File: src/verilog/atacmd_pkg.sv
// Package: constants and types of the command engine
package atacmd_pkg;

	// ----------------------------------------
	// Command opcodes
	// ----------------------------------------
	localparam logic [7:0] OP_SMART       = 8'hb0;
	localparam logic [7:0] OP_STANDBY     = 8'he2;
	localparam logic [7:0] OP_STANDBY_IMM = 8'he0;
	localparam logic [7:0] OP_WR_BUF      = 8'he8;
	localparam logic [7:0] OP_WR_DMA      = 8'hca;
	localparam logic [7:0] OP_WR_DMA_EXT  = 8'h35;
	localparam logic [7:0] OP_WR_DMA_FUA  = 8'h3d;
	localparam logic [7:0] OP_WR_LOG      = 8'h3f;
	localparam logic [7:0] OP_WR_MULT     = 8'hc5;
	localparam logic [7:0] OP_WR_MULT_EXT = 8'h39;
	localparam logic [7:0] OP_WR_MULT_FUA = 8'hce;
	localparam logic [7:0] OP_WR_SEC      = 8'h30;
	localparam logic [7:0] OP_WR_SEC_NR   = 8'h31;
	localparam logic [7:0] OP_WR_SEC_EXT  = 8'h34;

	// ----------------------------------------
	// SMART subcommands and codes
	// ----------------------------------------
	localparam logic [7:0] SUB_AUTOSAVE = 8'hd2;
	localparam logic [7:0] SUB_SAVE     = 8'hd3;
	localparam logic [7:0] SUB_ENABLE   = 8'hd8;
	localparam logic [7:0] SUB_DISABLE  = 8'hd9;
	localparam logic [7:0] SUB_STATUS   = 8'hda;
	localparam logic [7:0] AUTOSAVE_ON  = 8'hf1;
	localparam logic [7:0] OK_LOW       = 8'h4f;
	localparam logic [7:0] OK_HIGH      = 8'hc2;
	localparam logic [7:0] BAD_LOW      = 8'hf4;
	localparam logic [7:0] BAD_HIGH     = 8'h2c;

	// ----------------------------------------
	// Transfer geometry
	// ----------------------------------------
	localparam int         WORDS_PER_SEC = 128;
	localparam logic [6:0] LAST_WORD     = 7'h7f;
	localparam logic [16:0] SEC28_MAX    = 17'h00100;
	localparam logic [16:0] SEC48_MAX    = 17'h10000;
	localparam int         W59_VALID_BIT = 8;

	// ----------------------------------------
	// Register byte offsets
	// ----------------------------------------
	localparam logic [7:0] REG_CMD     = 8'h00;
	localparam logic [7:0] REG_FEAT    = 8'h04;
	localparam logic [7:0] REG_COUNT   = 8'h08;
	localparam logic [7:0] REG_STATUS  = 8'h0c;
	localparam logic [7:0] REG_CYL     = 8'h10;
	localparam logic [7:0] REG_DATA    = 8'h14;
	localparam logic [7:0] REG_MULT    = 8'h18;
	localparam logic [7:0] REG_CONFIG  = 8'h1c;
	localparam logic [7:0] REG_PERSIST = 8'h20;
	localparam logic [7:0] REG_BUF     = 8'h24;

	// ----------------------------------------
	// Status bit positions
	// ----------------------------------------
	localparam int ST_BSY   = 0;
	localparam int ST_DRQ   = 1;
	localparam int ST_ERR   = 2;
	localparam int ST_ABRT  = 3;
	localparam int ST_DONE  = 4;
	localparam int ST_STBY  = 5;
	localparam int ST_TMR   = 6;
	localparam int ST_FLUSH = 7;

	localparam logic [1:0] RESP_OKAY   = 2'b00;
	localparam logic [1:0] RESP_SLVERR = 2'b10;

	// Non-volatile settings carried as one word
	typedef struct packed {
		logic       smart_on;
		logic       autosave_on;
		logic [7:0] autosave_code;
	} atacmd_persist_t;

	// Command request as presented by the host
	typedef struct packed {
		logic [7:0]  opcode;
		logic [7:0]  feature;
		logic [15:0] count;
	} atacmd_req_t;

endpackage

File: src/verilog/atacmd_engine.sv
// Command engine: SMART, standby and write commands
//
// Our own choices: the placing of the registers and the AXI4-Lite register port.
module atacmd_engine
(
	// Clock and reset
	input  wire logic        sys_clk,
	input  wire logic        rst_n,
	// AXI4-Lite write address and data
	input  wire logic [7:0]  s_axi_awaddr,
	input  wire logic        s_axi_awvalid,
	output logic             s_axi_awready,
	input  wire logic [31:0] s_axi_wdata,
	input  wire logic [3:0]  s_axi_wstrb,
	input  wire logic        s_axi_wvalid,
	output logic             s_axi_wready,
	// AXI4-Lite write response
	output logic [1:0]       s_axi_bresp,
	output logic             s_axi_bvalid,
	input  wire logic        s_axi_bready,
	// AXI4-Lite read
	input  wire logic [7:0]  s_axi_araddr,
	input  wire logic        s_axi_arvalid,
	output logic             s_axi_arready,
	output logic [31:0]      s_axi_rdata,
	output logic [1:0]       s_axi_rresp,
	output logic             s_axi_rvalid,
	input  wire logic        s_axi_rready,
	// Non-volatile settings store
	input  wire logic [9:0]  nv_load,
	output logic [9:0]       nv_store,
	// Media side
	input  wire logic        defect_pred,
	input  wire logic        media_err,
	input  wire logic        flush_ack,
	output logic             flush_req,
	// Host notification
	output logic             cmd_irq
);

	// ----------------------------------------
	// Declarations
	// ----------------------------------------
	typedef enum logic [2:0] {S_IDLE, S_DECODE, S_XFER, S_BLKEND,
		S_FLUSH, S_DONE} atacmd_state_t;

	atacmd_state_t          state_r;
	atacmd_pkg::atacmd_req_t req_r;
	atacmd_pkg::atacmd_persist_t pers_r;
	logic [7:0]  status_r;
	logic [15:0] cyl_r;
	logic [8:0]  w59_r;
	logic [7:0]  mult_r;
	logic        mult_set_r;
	logic        dma_mode_r;
	logic        attr_dirty_r;
	logic [7:0]  stby_timer_r;
	logic [16:0] secs_left_r;
	logic [7:0]  blk_left_r;
	logic [6:0]  word_r;
	logic        multi_r;
	logic        fua_r;
	logic        is_buf_r;
	logic [6:0]  buf_ptr_r;
	logic [31:0] buf_mem [atacmd_pkg::WORDS_PER_SEC];
	logic        aw_ok_r;
	logic        w_ok_r;
	logic [7:0]  awaddr_r;
	logic [31:0] wdata_r;
	logic        go_r;
	logic        aw_hs;
	logic        w_hs;
	logic        wr_do;
	logic        ar_hs;
	logic        data_wr;
	logic [16:0] count_sec;
	logic [7:0]  blk_size;
	logic        loaded_r;

	// ----------------------------------------
	// AXI4-Lite slave
	// ----------------------------------------
	assign s_axi_awready = !aw_ok_r && !s_axi_bvalid;
	assign s_axi_wready  = !w_ok_r && !s_axi_bvalid;
	assign aw_hs = s_axi_awvalid && s_axi_awready;
	assign w_hs  = s_axi_wvalid && s_axi_wready;
	assign wr_do = aw_ok_r && w_ok_r;
	assign s_axi_arready = !s_axi_rvalid;
	assign ar_hs = s_axi_arvalid && s_axi_arready;
	assign data_wr = wr_do && (awaddr_r == atacmd_pkg::REG_DATA)
		&& status_r[atacmd_pkg::ST_DRQ];

	always_ff @(posedge sys_clk or negedge rst_n)
	begin
		if (!rst_n)
		begin
			aw_ok_r <= 1'b0;
			w_ok_r <= 1'b0;
			awaddr_r <= 8'h00;
			wdata_r <= 32'h00000000;
			s_axi_bvalid <= 1'b0;
			s_axi_bresp <= 2'b00;
		end
		else
		begin
			if (aw_hs)
			begin
				aw_ok_r <= 1'b1;
				awaddr_r <= s_axi_awaddr;
			end
			if (w_hs)
			begin
				w_ok_r <= 1'b1;
				wdata_r <= s_axi_wdata;
			end
			if (wr_do)
			begin
				aw_ok_r <= 1'b0;
				w_ok_r <= 1'b0;
				s_axi_bvalid <= 1'b1;
				s_axi_bresp <= (awaddr_r > atacmd_pkg::REG_BUF)
					? atacmd_pkg::RESP_SLVERR : atacmd_pkg::RESP_OKAY;
			end
			else if (s_axi_bready)
				s_axi_bvalid <= 1'b0;
		end
	end

	always_ff @(posedge sys_clk or negedge rst_n)
	begin
		if (!rst_n)
		begin
			s_axi_rvalid <= 1'b0;
			s_axi_rdata <= 32'h00000000;
			s_axi_rresp <= 2'b00;
		end
		else if (ar_hs)
		begin
			s_axi_rvalid <= 1'b1;
			s_axi_rresp <= atacmd_pkg::RESP_OKAY;
			case (s_axi_araddr)
				atacmd_pkg::REG_CMD:     s_axi_rdata <= {24'h000000, req_r.opcode};
				atacmd_pkg::REG_FEAT:    s_axi_rdata <= {24'h000000, req_r.feature};
				atacmd_pkg::REG_COUNT:   s_axi_rdata <= {16'h0000, req_r.count};
				atacmd_pkg::REG_STATUS:  s_axi_rdata <= {16'h0000, stby_timer_r,
					status_r};
				atacmd_pkg::REG_CYL:     s_axi_rdata <= {16'h0000, cyl_r};
				atacmd_pkg::REG_MULT:    s_axi_rdata <= {15'h0000, mult_set_r,
					7'h00, w59_r};
				atacmd_pkg::REG_CONFIG:  s_axi_rdata <= {30'h00000000,
					attr_dirty_r, dma_mode_r};
				atacmd_pkg::REG_PERSIST: s_axi_rdata <= {22'h000000, pers_r};
				atacmd_pkg::REG_BUF:     s_axi_rdata <= buf_mem[buf_ptr_r];
				default:
				begin
					s_axi_rdata <= 32'h00000000;
					s_axi_rresp <= atacmd_pkg::RESP_SLVERR;
				end
			endcase
		end
		else if (s_axi_rready)
			s_axi_rvalid <= 1'b0;
	end

	// ----------------------------------------
	// Host-written task file and configuration
	// ----------------------------------------
	always_ff @(posedge sys_clk or negedge rst_n)
	begin
		if (!rst_n)
		begin
			req_r <= '0;
			go_r <= 1'b0;
			w59_r <= 9'h000;
			dma_mode_r <= 1'b0;
		end
		else
		begin
			go_r <= 1'b0;
			if (wr_do && state_r == S_IDLE)
			begin
				case (awaddr_r)
					atacmd_pkg::REG_CMD:
					begin
						req_r.opcode <= wdata_r[7:0];
						go_r <= 1'b1;
					end
					atacmd_pkg::REG_FEAT:   req_r.feature <= wdata_r[7:0];
					atacmd_pkg::REG_COUNT:  req_r.count <= wdata_r[15:0];
					atacmd_pkg::REG_MULT:   w59_r <= wdata_r[8:0];
					atacmd_pkg::REG_CONFIG: dma_mode_r <= wdata_r[0];
					default: ;
				endcase
			end
		end
	end

	// Block size: set value, else word 59
	assign mult_set_r = (mult_r != 8'h00);
	always_ff @(posedge sys_clk or negedge rst_n)
	begin
		if (!rst_n)
			mult_r <= 8'h00;
		else if (wr_do && state_r == S_IDLE && awaddr_r == atacmd_pkg::REG_MULT)
			mult_r <= wdata_r[23:16];
	end
	assign blk_size = mult_set_r ? mult_r : w59_r[7:0];

	// ----------------------------------------
	// Persistent SMART settings
	// ----------------------------------------
	assign nv_store = pers_r;
	always_ff @(posedge sys_clk or negedge rst_n)
	begin
		if (!rst_n)
		begin
			pers_r <= '0;
			loaded_r <= 1'b0;
		end
		else if (!loaded_r)
		begin
			pers_r <= nv_load;
			loaded_r <= 1'b1;
		end
		else if (state_r == S_DECODE && req_r.opcode == atacmd_pkg::OP_SMART)
		begin
			if (req_r.feature == atacmd_pkg::SUB_ENABLE)
				pers_r.smart_on <= 1'b1;
			else if (pers_r.smart_on)
			begin
				if (req_r.feature == atacmd_pkg::SUB_DISABLE)
				begin
					pers_r.smart_on <= 1'b0;
					pers_r.autosave_on <= 1'b0;
				end
				else if (req_r.feature == atacmd_pkg::SUB_AUTOSAVE)
				begin
					pers_r.autosave_code <= req_r.count[7:0];
					if (req_r.count[7:0] == 8'h00)
						pers_r.autosave_on <= 1'b0;
					else if (req_r.count[7:0] == atacmd_pkg::AUTOSAVE_ON)
						pers_r.autosave_on <= 1'b1;
				end
			end
		end
	end

	// ----------------------------------------
	// Command sequencer
	// ----------------------------------------
	assign count_sec = (req_r.count[7:0] == 8'h00 && req_r.opcode != atacmd_pkg::OP_WR_SEC_EXT
		&& req_r.opcode != atacmd_pkg::OP_WR_DMA_EXT
		&& req_r.opcode != atacmd_pkg::OP_WR_DMA_FUA
		&& req_r.opcode != atacmd_pkg::OP_WR_MULT_EXT
		&& req_r.opcode != atacmd_pkg::OP_WR_MULT_FUA
		&& req_r.opcode != atacmd_pkg::OP_WR_LOG)
		? atacmd_pkg::SEC28_MAX
		: (req_r.count == 16'h0000) ? atacmd_pkg::SEC48_MAX
		: {1'b0, (req_r.opcode == atacmd_pkg::OP_WR_SEC
			|| req_r.opcode == atacmd_pkg::OP_WR_SEC_NR
			|| req_r.opcode == atacmd_pkg::OP_WR_DMA
			|| req_r.opcode == atacmd_pkg::OP_WR_MULT)
			? {8'h00, req_r.count[7:0]} : req_r.count};

	always_ff @(posedge sys_clk or negedge rst_n)
	begin
		if (!rst_n)
		begin
			state_r <= S_IDLE;
			status_r <= 8'h00;
			cyl_r <= 16'h0000;
			secs_left_r <= 17'h00000;
			blk_left_r <= 8'h00;
			word_r <= 7'h00;
			multi_r <= 1'b0;
			fua_r <= 1'b0;
			is_buf_r <= 1'b0;
			stby_timer_r <= 8'h00;
			attr_dirty_r <= 1'b0;
			flush_req <= 1'b0;
			cmd_irq <= 1'b0;
		end
		else
		begin
			cmd_irq <= 1'b0;
			if (data_wr)
				attr_dirty_r <= 1'b1;
			case (state_r)
				S_IDLE:
				if (go_r)
				begin
					state_r <= S_DECODE;
					status_r <= 8'h01; // Busy, all else clear
				end
				S_DECODE:
				begin
					state_r <= S_DONE;
					multi_r <= 1'b0;
					fua_r <= 1'b0;
					is_buf_r <= 1'b0;
					word_r <= 7'h00;
					case (req_r.opcode)
						atacmd_pkg::OP_SMART:
						if (!pers_r.smart_on && req_r.feature != atacmd_pkg::SUB_ENABLE)
							status_r[atacmd_pkg::ST_ABRT] <= 1'b1;
						else
							case (req_r.feature)
								atacmd_pkg::SUB_AUTOSAVE, atacmd_pkg::SUB_ENABLE: ;
								atacmd_pkg::SUB_DISABLE:
									attr_dirty_r <= 1'b0;
								atacmd_pkg::SUB_SAVE:
								begin
									flush_req <= 1'b1;
									state_r <= S_FLUSH;
								end
								atacmd_pkg::SUB_STATUS:
									cyl_r <= defect_pred
										? {atacmd_pkg::BAD_HIGH, atacmd_pkg::BAD_LOW}
										: {atacmd_pkg::OK_HIGH, atacmd_pkg::OK_LOW};
								default:
									status_r[atacmd_pkg::ST_ABRT] <= 1'b1;
							endcase
						atacmd_pkg::OP_STANDBY:
						begin
							status_r[atacmd_pkg::ST_STBY] <= 1'b1;
							stby_timer_r <= req_r.count[7:0];
						end
						atacmd_pkg::OP_STANDBY_IMM:
							status_r[atacmd_pkg::ST_STBY] <= 1'b1;
						atacmd_pkg::OP_WR_BUF:
						begin
							is_buf_r <= 1'b1;
							secs_left_r <= 17'h00001;
							blk_left_r <= 8'h01;
							state_r <= S_XFER;
						end
						atacmd_pkg::OP_WR_MULT, atacmd_pkg::OP_WR_MULT_EXT,
						atacmd_pkg::OP_WR_MULT_FUA:
						if (!mult_set_r && (!w59_r[atacmd_pkg::W59_VALID_BIT]
							|| w59_r[7:0] == 8'h00))
							status_r[atacmd_pkg::ST_ABRT] <= 1'b1;
						else
						begin
							multi_r <= 1'b1;
							fua_r <= (req_r.opcode == atacmd_pkg::OP_WR_MULT_FUA);
							secs_left_r <= count_sec;
							blk_left_r <= (count_sec < {9'h000, blk_size})
								? count_sec[7:0] : blk_size;
							state_r <= S_XFER;
						end
						atacmd_pkg::OP_WR_DMA, atacmd_pkg::OP_WR_DMA_EXT,
						atacmd_pkg::OP_WR_DMA_FUA:
						if (!dma_mode_r)
							status_r[atacmd_pkg::ST_ABRT] <= 1'b1;
						else
						begin
							fua_r <= (req_r.opcode == atacmd_pkg::OP_WR_DMA_FUA);
							secs_left_r <= count_sec;
							blk_left_r <= 8'h01;
							state_r <= S_XFER;
						end
						atacmd_pkg::OP_WR_SEC, atacmd_pkg::OP_WR_SEC_NR,
						atacmd_pkg::OP_WR_SEC_EXT, atacmd_pkg::OP_WR_LOG:
						begin
							secs_left_r <= count_sec;
							blk_left_r <= 8'h01;
							state_r <= S_XFER;
						end
						default:
							status_r[atacmd_pkg::ST_ABRT] <= 1'b1;
					endcase
				end
				S_XFER:
				begin
					status_r[atacmd_pkg::ST_BSY] <= 1'b0;
					status_r[atacmd_pkg::ST_DRQ] <= 1'b1;
					if (data_wr)
					begin
						word_r <= word_r + 7'h01;
						if (media_err)
							status_r[atacmd_pkg::ST_ERR] <= 1'b1;
						if (word_r == atacmd_pkg::LAST_WORD)
						begin
							secs_left_r <= secs_left_r - 17'h00001;
							blk_left_r <= blk_left_r - 8'h01;
							if (blk_left_r == 8'h01 || secs_left_r == 17'h00001)
							begin
								status_r[atacmd_pkg::ST_DRQ] <= 1'b0;
								status_r[atacmd_pkg::ST_BSY] <= 1'b1;
								state_r <= S_BLKEND;
							end
						end
					end
				end
				S_BLKEND:
				if (status_r[atacmd_pkg::ST_ERR] || secs_left_r == 17'h00000)
				begin
					if (fua_r && !status_r[atacmd_pkg::ST_ERR])
					begin
						flush_req <= 1'b1;
						state_r <= S_FLUSH;
					end
					else
						state_r <= S_DONE;
				end
				else
				begin
					cmd_irq <= 1'b1;
					blk_left_r <= !multi_r ? 8'h01
						: (secs_left_r < {9'h000, blk_size})
						? secs_left_r[7:0] : blk_size;
					state_r <= S_XFER;
				end
				S_FLUSH:
				begin
					status_r[atacmd_pkg::ST_FLUSH] <= 1'b1;
					if (flush_ack)
					begin
						flush_req <= 1'b0;
						attr_dirty_r <= 1'b0;
						state_r <= S_DONE;
					end
				end
				S_DONE:
				begin
					status_r[atacmd_pkg::ST_BSY] <= 1'b0;
					status_r[atacmd_pkg::ST_DRQ] <= 1'b0;
					status_r[atacmd_pkg::ST_FLUSH] <= 1'b0;
					status_r[atacmd_pkg::ST_TMR] <= (stby_timer_r != 8'h00);
					status_r[atacmd_pkg::ST_DONE] <= 1'b1;
					cmd_irq <= 1'b1;
					state_r <= S_IDLE;
				end
				default: state_r <= S_IDLE;
			endcase
		end
	end

	// ----------------------------------------
	// Sector buffer and shared read pointer
	// ----------------------------------------
	always_ff @(posedge sys_clk)
	begin
		if (data_wr && is_buf_r)
			buf_mem[word_r] <= wdata_r;
	end

	always_ff @(posedge sys_clk or negedge rst_n)
	begin
		if (!rst_n)
			buf_ptr_r <= 7'h00;
		else if (state_r == S_DECODE && req_r.opcode == atacmd_pkg::OP_WR_BUF)
			buf_ptr_r <= 7'h00;
		else if (ar_hs && s_axi_araddr == atacmd_pkg::REG_BUF)
			buf_ptr_r <= buf_ptr_r + 7'h01;
	end

endmodule

File: config.mk
export PLATFORM = sky130hd
export DESIGN_NAME = atacmd_engine
export DESIGN_NICKNAME = d
export VERILOG_FILES = /design/src/verilog/atacmd_pkg.sv /design/src/verilog/atacmd_engine.sv
export SDC_FILE = /design/constraint.sdc
export NUM_CORES = 2
export LEC_CHECK = 0
export ABC_AREA = 1
export BUFFER_PORTS_ARGS = -buffer_cell sky130_fd_sc_hd__buf_2
export CORE_MARGIN = 1
export CORE_UTILIZATION = 55
export CTS_BUF_LIST = sky130_fd_sc_hd__clkbuf_2 sky130_fd_sc_hd__clkbuf_4 sky130_fd_sc_hd__clkbuf_8
export DETAILED_ROUTE_END_ITERATION = 8
export MAX_ROUTING_LAYER = met4
export PLACE_DENSITY = 0.73
export RECOVER_POWER = 25
export SETUP_SLACK_MARGIN = 0.02
export SLEW_MARGIN = 25
export SYNTH_ARGS = -nofsm -noshare
export SYNTH_HDL_FRONTEND = slang
export SYNTH_SLANG_ARGS = --single-unit
File: constraint.sdc
create_clock -name sys_clk -period 3.6 [get_ports sys_clk]
set_input_delay 0.36 -clock sys_clk [delete_from_list [all_inputs] [get_ports sys_clk]]
set_output_delay 0.36 -clock sys_clk [all_outputs]
set_load 0.005 [all_outputs]
==> impl_results.html <==
<table>
<tr><th>Metric</th><th>Value</th></tr>
<tr><th colspan="2">Global route</th></tr>
<tr><td>Initial antenna violation count</td><td>20</td></tr>
<tr><td>GRT Util Overall</td><td>32.6%</td></tr>
<tr><td>Pin count of the biggest net entering global routing</td><td>149</td></tr>
<tr><td>Vias in the first global route</td><td>112,726</td></tr>
<tr><td>Global-route wire length before repair</td><td>about 730 mm</td></tr>
<tr><td>Overflow left after global routing</td><td>0</td></tr>
<tr><th colspan="2">STA</th></tr>
<tr><td>Count of endpoints failing hold in the final timing report</td><td>0</td></tr>
<tr><td>Time the final worst path needs with I/O delays and setup</td><td>roughly 3.6 ns</td></tr>
<tr><td>Crit share post-route</td><td>101%</td></tr>
<tr><td>Maximum achievable frequency</td><td>274 MHz</td></tr>
<tr><td>Sum Neg Setup Slack</td><td>-0.0576 ns</td></tr>
<tr><td>Transition time at the pin with the least slew margin</td><td>3.36 ns</td></tr>
<tr><td>Final Worst Setup Slack</td><td>-0.0498 ns</td></tr>
<tr><td>Setup repair after global routing missed its margin</td><td>no</td></tr>
<tr><td>Max_slew headroom</td><td>-124%</td></tr>
<tr><td>Number of setup violations in the final report</td><td>3</td></tr>
<tr><td>Max-slew violation count</td><td>1,918</td></tr>
<tr><td>Worst clock skew on the final layout</td><td>0.135 ns</td></tr>
<tr><th colspan="2">Worst setup path</th></tr>
<tr><td>Start of the worst register-to-register path</td><td>buf_ptr_r[1]</td></tr>
<tr><td>Beginning of the critical path</td><td>buf_ptr_r[1]</td></tr>
<tr><td>Startpoint-to-endpoint class of the critical path</td><td>reg -&gt; reg</td></tr>
<tr><td>Number of cells on the worst reg-to-reg path</td><td>15</td></tr>
<tr><td>Startpoint Class</td><td>flip-flop</td></tr>
<tr><td>Endpoint of the lowest-slack register-to-register path</td><td>s_axi_rdata[3]</td></tr>
<tr><td>Data required time at the worst endpoint</td><td>4.68 ns</td></tr>
<tr><td>Worst setup EP type</td><td>flip-flop</td></tr>
<tr><td>Internal reg-to-reg setup slack</td><td>-0.05 ns</td></tr>
<tr><td>CP Max Fanout</td><td>24</td></tr>
<tr><td>Endpoint arrival time on the critical path</td><td>4.73 ns</td></tr>
<tr><th colspan="2">Floorplan</th></tr>
<tr><td>Rows</td><td>204</td></tr>
<tr><td>Die Y</td><td>561 µm</td></tr>
<tr><td>Width of the chip</td><td>561 µm</td></tr>
<tr><td>DIE AREA</td><td>0.314 mm²</td></tr>
<tr><td>Effective utilization at floorplan</td><td>approximately 55%</td></tr>
<tr><td>Standard cell core area</td><td>0.310 mm²</td></tr>
<tr><td>Number of top-level pins</td><td>roughly 130</td></tr>
<tr><th colspan="2">Detailed routing</th></tr>
<tr><td>DRC violation total after the first TritonRoute iteration</td><td>17,675</td></tr>
<tr><td>Vias post-DR</td><td>118,109</td></tr>
<tr><td>Vias per cell</td><td>6.31</td></tr>
<tr><td>DRT antenna net count</td><td>0</td></tr>
<tr><td>Total DRC errors in the routed layout</td><td>0</td></tr>
<tr><td>Routed wire per std cell</td><td>approximately 27 µm</td></tr>
<tr><td>Number of optimization iterations in the first detailed-route pass</td><td>8</td></tr>
<tr><td>Post-detailed-routing wire length</td><td>505 mm</td></tr>
<tr><th colspan="2">Synth</th></tr>
<tr><td>Warning count from the yosys run</td><td>0</td></tr>
<tr><td>Post-synth top area share</td><td>between 70% and 80%</td></tr>
<tr><td>Most used DFF post-synth</td><td>sky130_fd_sc_hd__edfxtp_1</td></tr>
<tr><td>Number of instances in the synthesized netlist</td><td>13,466</td></tr>
<tr><td>Async SR Flop Fraction</td><td>4.81%</td></tr>
<tr><td>Number of synthesized flops with an enable pin</td><td>4,096</td></tr>
<tr><td>Cell area after synthesis</td><td>0.172 mm²</td></tr>
<tr><td>Avg Inst Size Synth</td><td>12.7 µm²</td></tr>
<tr><td>Biggest area consumer among synthesized cells</td><td>sky130_fd_sc_hd__edfxtp_1</td></tr>
<tr><td>Flop and latch count out of synthesis</td><td>4,303</td></tr>
<tr><td>Register area share after synthesis</td><td>74.7%</td></tr>
<tr><td>Most numerous cell in the Yosys netlist</td><td>sky130_fd_sc_hd__edfxtp_1</td></tr>
<tr><td>Cell variety after synth</td><td>55</td></tr>
<tr><td>Leading post-synthesis cells by instance count</td><td>4,096 x sky130_fd_sc_hd__edfxtp_1, 2,408 x sky130_fd_sc_hd__nor2_1, 2,027 x sky130_fd_sc_hd__o21ai_0</td></tr>
<tr><td>Area contributors post-synth</td><td>sky130_fd_sc_hd__edfxtp_1 72%, sky130_fd_sc_hd__o21ai_0 5.9%, sky130_fd_sc_hd__nor2_1 5.3%, sky130_fd_sc_hd__dfrtp_1 3.0%, sky130_fd_sc_hd__nand2_1 2.9%</td></tr>
<tr><th colspan="2">Place</th></tr>
<tr><td>Placer Congestion</td><td>0.987</td></tr>
<tr><td>Post-placement cell area</td><td>0.182 mm²</td></tr>
<tr><td>Port buffer count</td><td>118</td></tr>
<tr><td>Half-perimeter wire length after placement</td><td>290 mm</td></tr>
<tr><th colspan="2">Cells and area</th></tr>
<tr><td>Final instance area</td><td>about 0.20 mm²</td></tr>
<tr><td>Relative area change from synthesis to final layout</td><td>14.6%</td></tr>
<tr><td>Layout cells sized above 1</td><td>13.7%</td></tr>
<tr><td>Final standard cell utilization of the core</td><td>63.5%</td></tr>
<tr><td>Net count of the finished layout</td><td>approximately 14,000</td></tr>
<tr><td>Number of fill cells in the layout</td><td>22,010</td></tr>
<tr><th colspan="2">Worst hold path</th></tr>
<tr><td>Class of the tightest hold or removal check</td><td>in -&gt; reg</td></tr>
<tr><td>Worst hold path cell count</td><td>4</td></tr>
<tr><td>End of the worst hold path</td><td>wdata_r[6]</td></tr>
<tr><td>Hold wc startpoint</td><td>s_axi_wdata[6]</td></tr>
<tr><th colspan="2">Power</th></tr>
<tr><td>Power per unit of standard cell area</td><td>between 600 and 700 mW/mm²</td></tr>
<tr><td>Peak VDD IR</td><td>between 1500 and 2000 µV</td></tr>
<tr><td>Power after layout</td><td>118,000 µW</td></tr>
<tr><td>Standby leakage power</td><td>0.0660 µW</td></tr>
<tr><th colspan="2">Clock network</th></tr>
<tr><td>Clk slew on worst S/H paths</td><td>0.07 ns</td></tr>
<tr><td>Clk Tree Root Cell</td><td>sky130_fd_sc_hd__clkbuf_8</td></tr>
<tr><td>H-tree level count</td><td>6</td></tr>
<tr><td>Total number of clock tree sinks</td><td>4,303</td></tr>
<tr><td>Number of clock buffers inserted by TritonCTS</td><td>667</td></tr>
<tr><td>Skew-Pair Late Insertion Delay</td><td>1.29 ns</td></tr>
<tr><td>Clock tree from TritonCTS</td><td>built</td></tr>
<tr><td>Post-CTS Setup Repair Bufs</td><td>0</td></tr>
<tr><td>Clock buffer depth</td><td>4</td></tr>
<tr><th colspan="2">Run</th></tr>
<tr><td>Max Cap Viol</td><td>30</td></tr>
<tr><th colspan="2">Status</th></tr>
<tr><td>Run status</td><td>complete, but fails checks</td></tr>
<tr><td>Violated checks</td><td>max-capacitance violations, max-slew violations, negative setup slack</td></tr>
</table>
logic make-up (layout without fill, tap and decap cells):
family / after synthesis / in the layout / share of synthesized area (%)
compound gates: 3623 / 3623 / 12.0
simple gates: 4333 / 4333 / 10.0
other cells: 2 / 18 / 0.00438
xor+xnor: 4 / 4 / 0.0204
flops: 4303 / 4303 / 74.7
mux: 37 / 37 / 0.233
fa+ha+maj: 20 / 20 / 0.146
buf+inv: 1144 / 2270 / 2.88
layout make-up:
class,instances,area [µm²],area share (%)
inverters,209,821,0.417
clock buffers,922,11200,5.69
clock inverters,264,1990,1.01
multi-input cells,8020,39600,20.1
diodes,15,37.5,0.0191
well taps,4120,5150,2.62
flip-flops and latches,4303,128000,65.2
repair buffers,875,9680,4.92
power breakdown:
group / switching [µW] / total (µW) / internal (µW)
sequential: 3430 / 66000 / 62600
combinational: 9080 / 11400 / 2300
clock: 19600 / 40700 / 21100
critical path: stages, from the launching register on:
cell and delay, ns:
sky130_fd_sc_hd__dfrtp_4 0.69, sky130_fd_sc_hd__inv_8 0.18, sky130_fd_sc_hd__nand2_4 0.28, sky130_fd_sc_hd__buf_12 0.27
sky130_fd_sc_hd__inv_2 0.13, sky130_fd_sc_hd__buf_12 0.19, sky130_fd_sc_hd__o211ai_1 0.11, sky130_fd_sc_hd__nand3_1 0.10
sky130_fd_sc_hd__nand2_1 0.07, sky130_fd_sc_hd__o21ai_1 0.12, sky130_fd_sc_hd__nor2_1 0.42, sky130_fd_sc_hd__nand2_1 0.15
sky130_fd_sc_hd__nand3_1 0.43, sky130_fd_sc_hd__nand2_1 0.10, sky130_fd_sc_hd__nand2_1 0.08, sky130_fd_sc_hd__nand2_1 0.06
registers in the layout (all words and copies together) (netlist names), 3 cells and up:
name,flops
awaddr_r,8
blk_left_r,8
buf_mem,4096
buf_ptr_r,7
cyl_r,3
mult_r,8
nv_store,10
req_r,32
s_axi_rdata,32
secs_left_r,17
state_r,3
status_r,8
stby_timer_r,8
w59_r,9
wdata_r,32
word_r,7
how the worst max path moves through the flow:
stage,endpoint,cells past startpoint
global route,s_axi_rdata[5],14
floorplan,buf_mem[101][0],8
global placement,s_axi_rdata[7],12
finish,s_axi_rdata[3],15
CTS,s_axi_rdata[14],14
detailed placement,s_axi_rdata[7],12
placed cells by master, fill, tap and decap left out, types with 19 or more instances in the layout:
cell type                          n
sky130_fd_sc_hd__a21oi_1         327
sky130_fd_sc_hd__o22ai_1         585
sky130_fd_sc_hd__nor2_1         2278
sky130_fd_sc_hd__buf_4           323
sky130_fd_sc_hd__dfrtp_4          19
sky130_fd_sc_hd__clkinv_2         63
sky130_fd_sc_hd__o21ai_1         122
sky130_fd_sc_hd__ha_1             20
sky130_fd_sc_hd__dfrtp_1         187
sky130_fd_sc_hd__clkbuf_4        241
sky130_fd_sc_hd__o21ai_0        2026
sky130_fd_sc_hd__nand2_1        1311
sky130_fd_sc_hd__nand3_1         448
sky130_fd_sc_hd__o221ai_1        278
sky130_fd_sc_hd__edfxtp_1       4096
sky130_fd_sc_hd__nand4_1          19
sky130_fd_sc_hd__buf_12          245
sky130_fd_sc_hd__nor2_4          131
sky130_fd_sc_hd__nor3_1           88
sky130_fd_sc_hd__mux2_2           23
sky130_fd_sc_hd__inv_1           190
sky130_fd_sc_hd__o211ai_1        227
sky130_fd_sc_hd__dlygate4sd3_1   159
sky130_fd_sc_hd__clkbuf_8        681
sky130_fd_sc_hd__buf_2           117
sky130_fd_sc_hd__clkinv_1        138
metrics by stage:
step	hold slack [ns]	setup slack (ns)	instances
finish	0.125	-0.0498	18728
global route	0.0826	0.00697	18723
CTS	0.0101	0.0427	18712
detailed placement	0.460	0.0722	17366
global placement	0.458	0.0559	17366
floorplan	0.0644	0.0982	13467
repair_timing:
action,4_1_cts,5_1_grt
hold endpoints to repair,303,0
endpoints found under the setup margin,1,5
hold buffers,160,0
gates resized for setup,1,9
cloned,0,0
routing by layer:
| layer | up-vias | GRT usage, % | share of wire, % |
|---|---|---|---|
| met3 | 1278 | 7.28 | 13 |
| met1 | 57715 | 43.1 | 37 |
| met5 | - | - | 0 |
| met2 | 7994 | 48.5 | 45 |
| li1 | 51122 | - | - |
| met4 | 0 | 15.1 | 5.1 |
(Power assumes the default switching activity.)
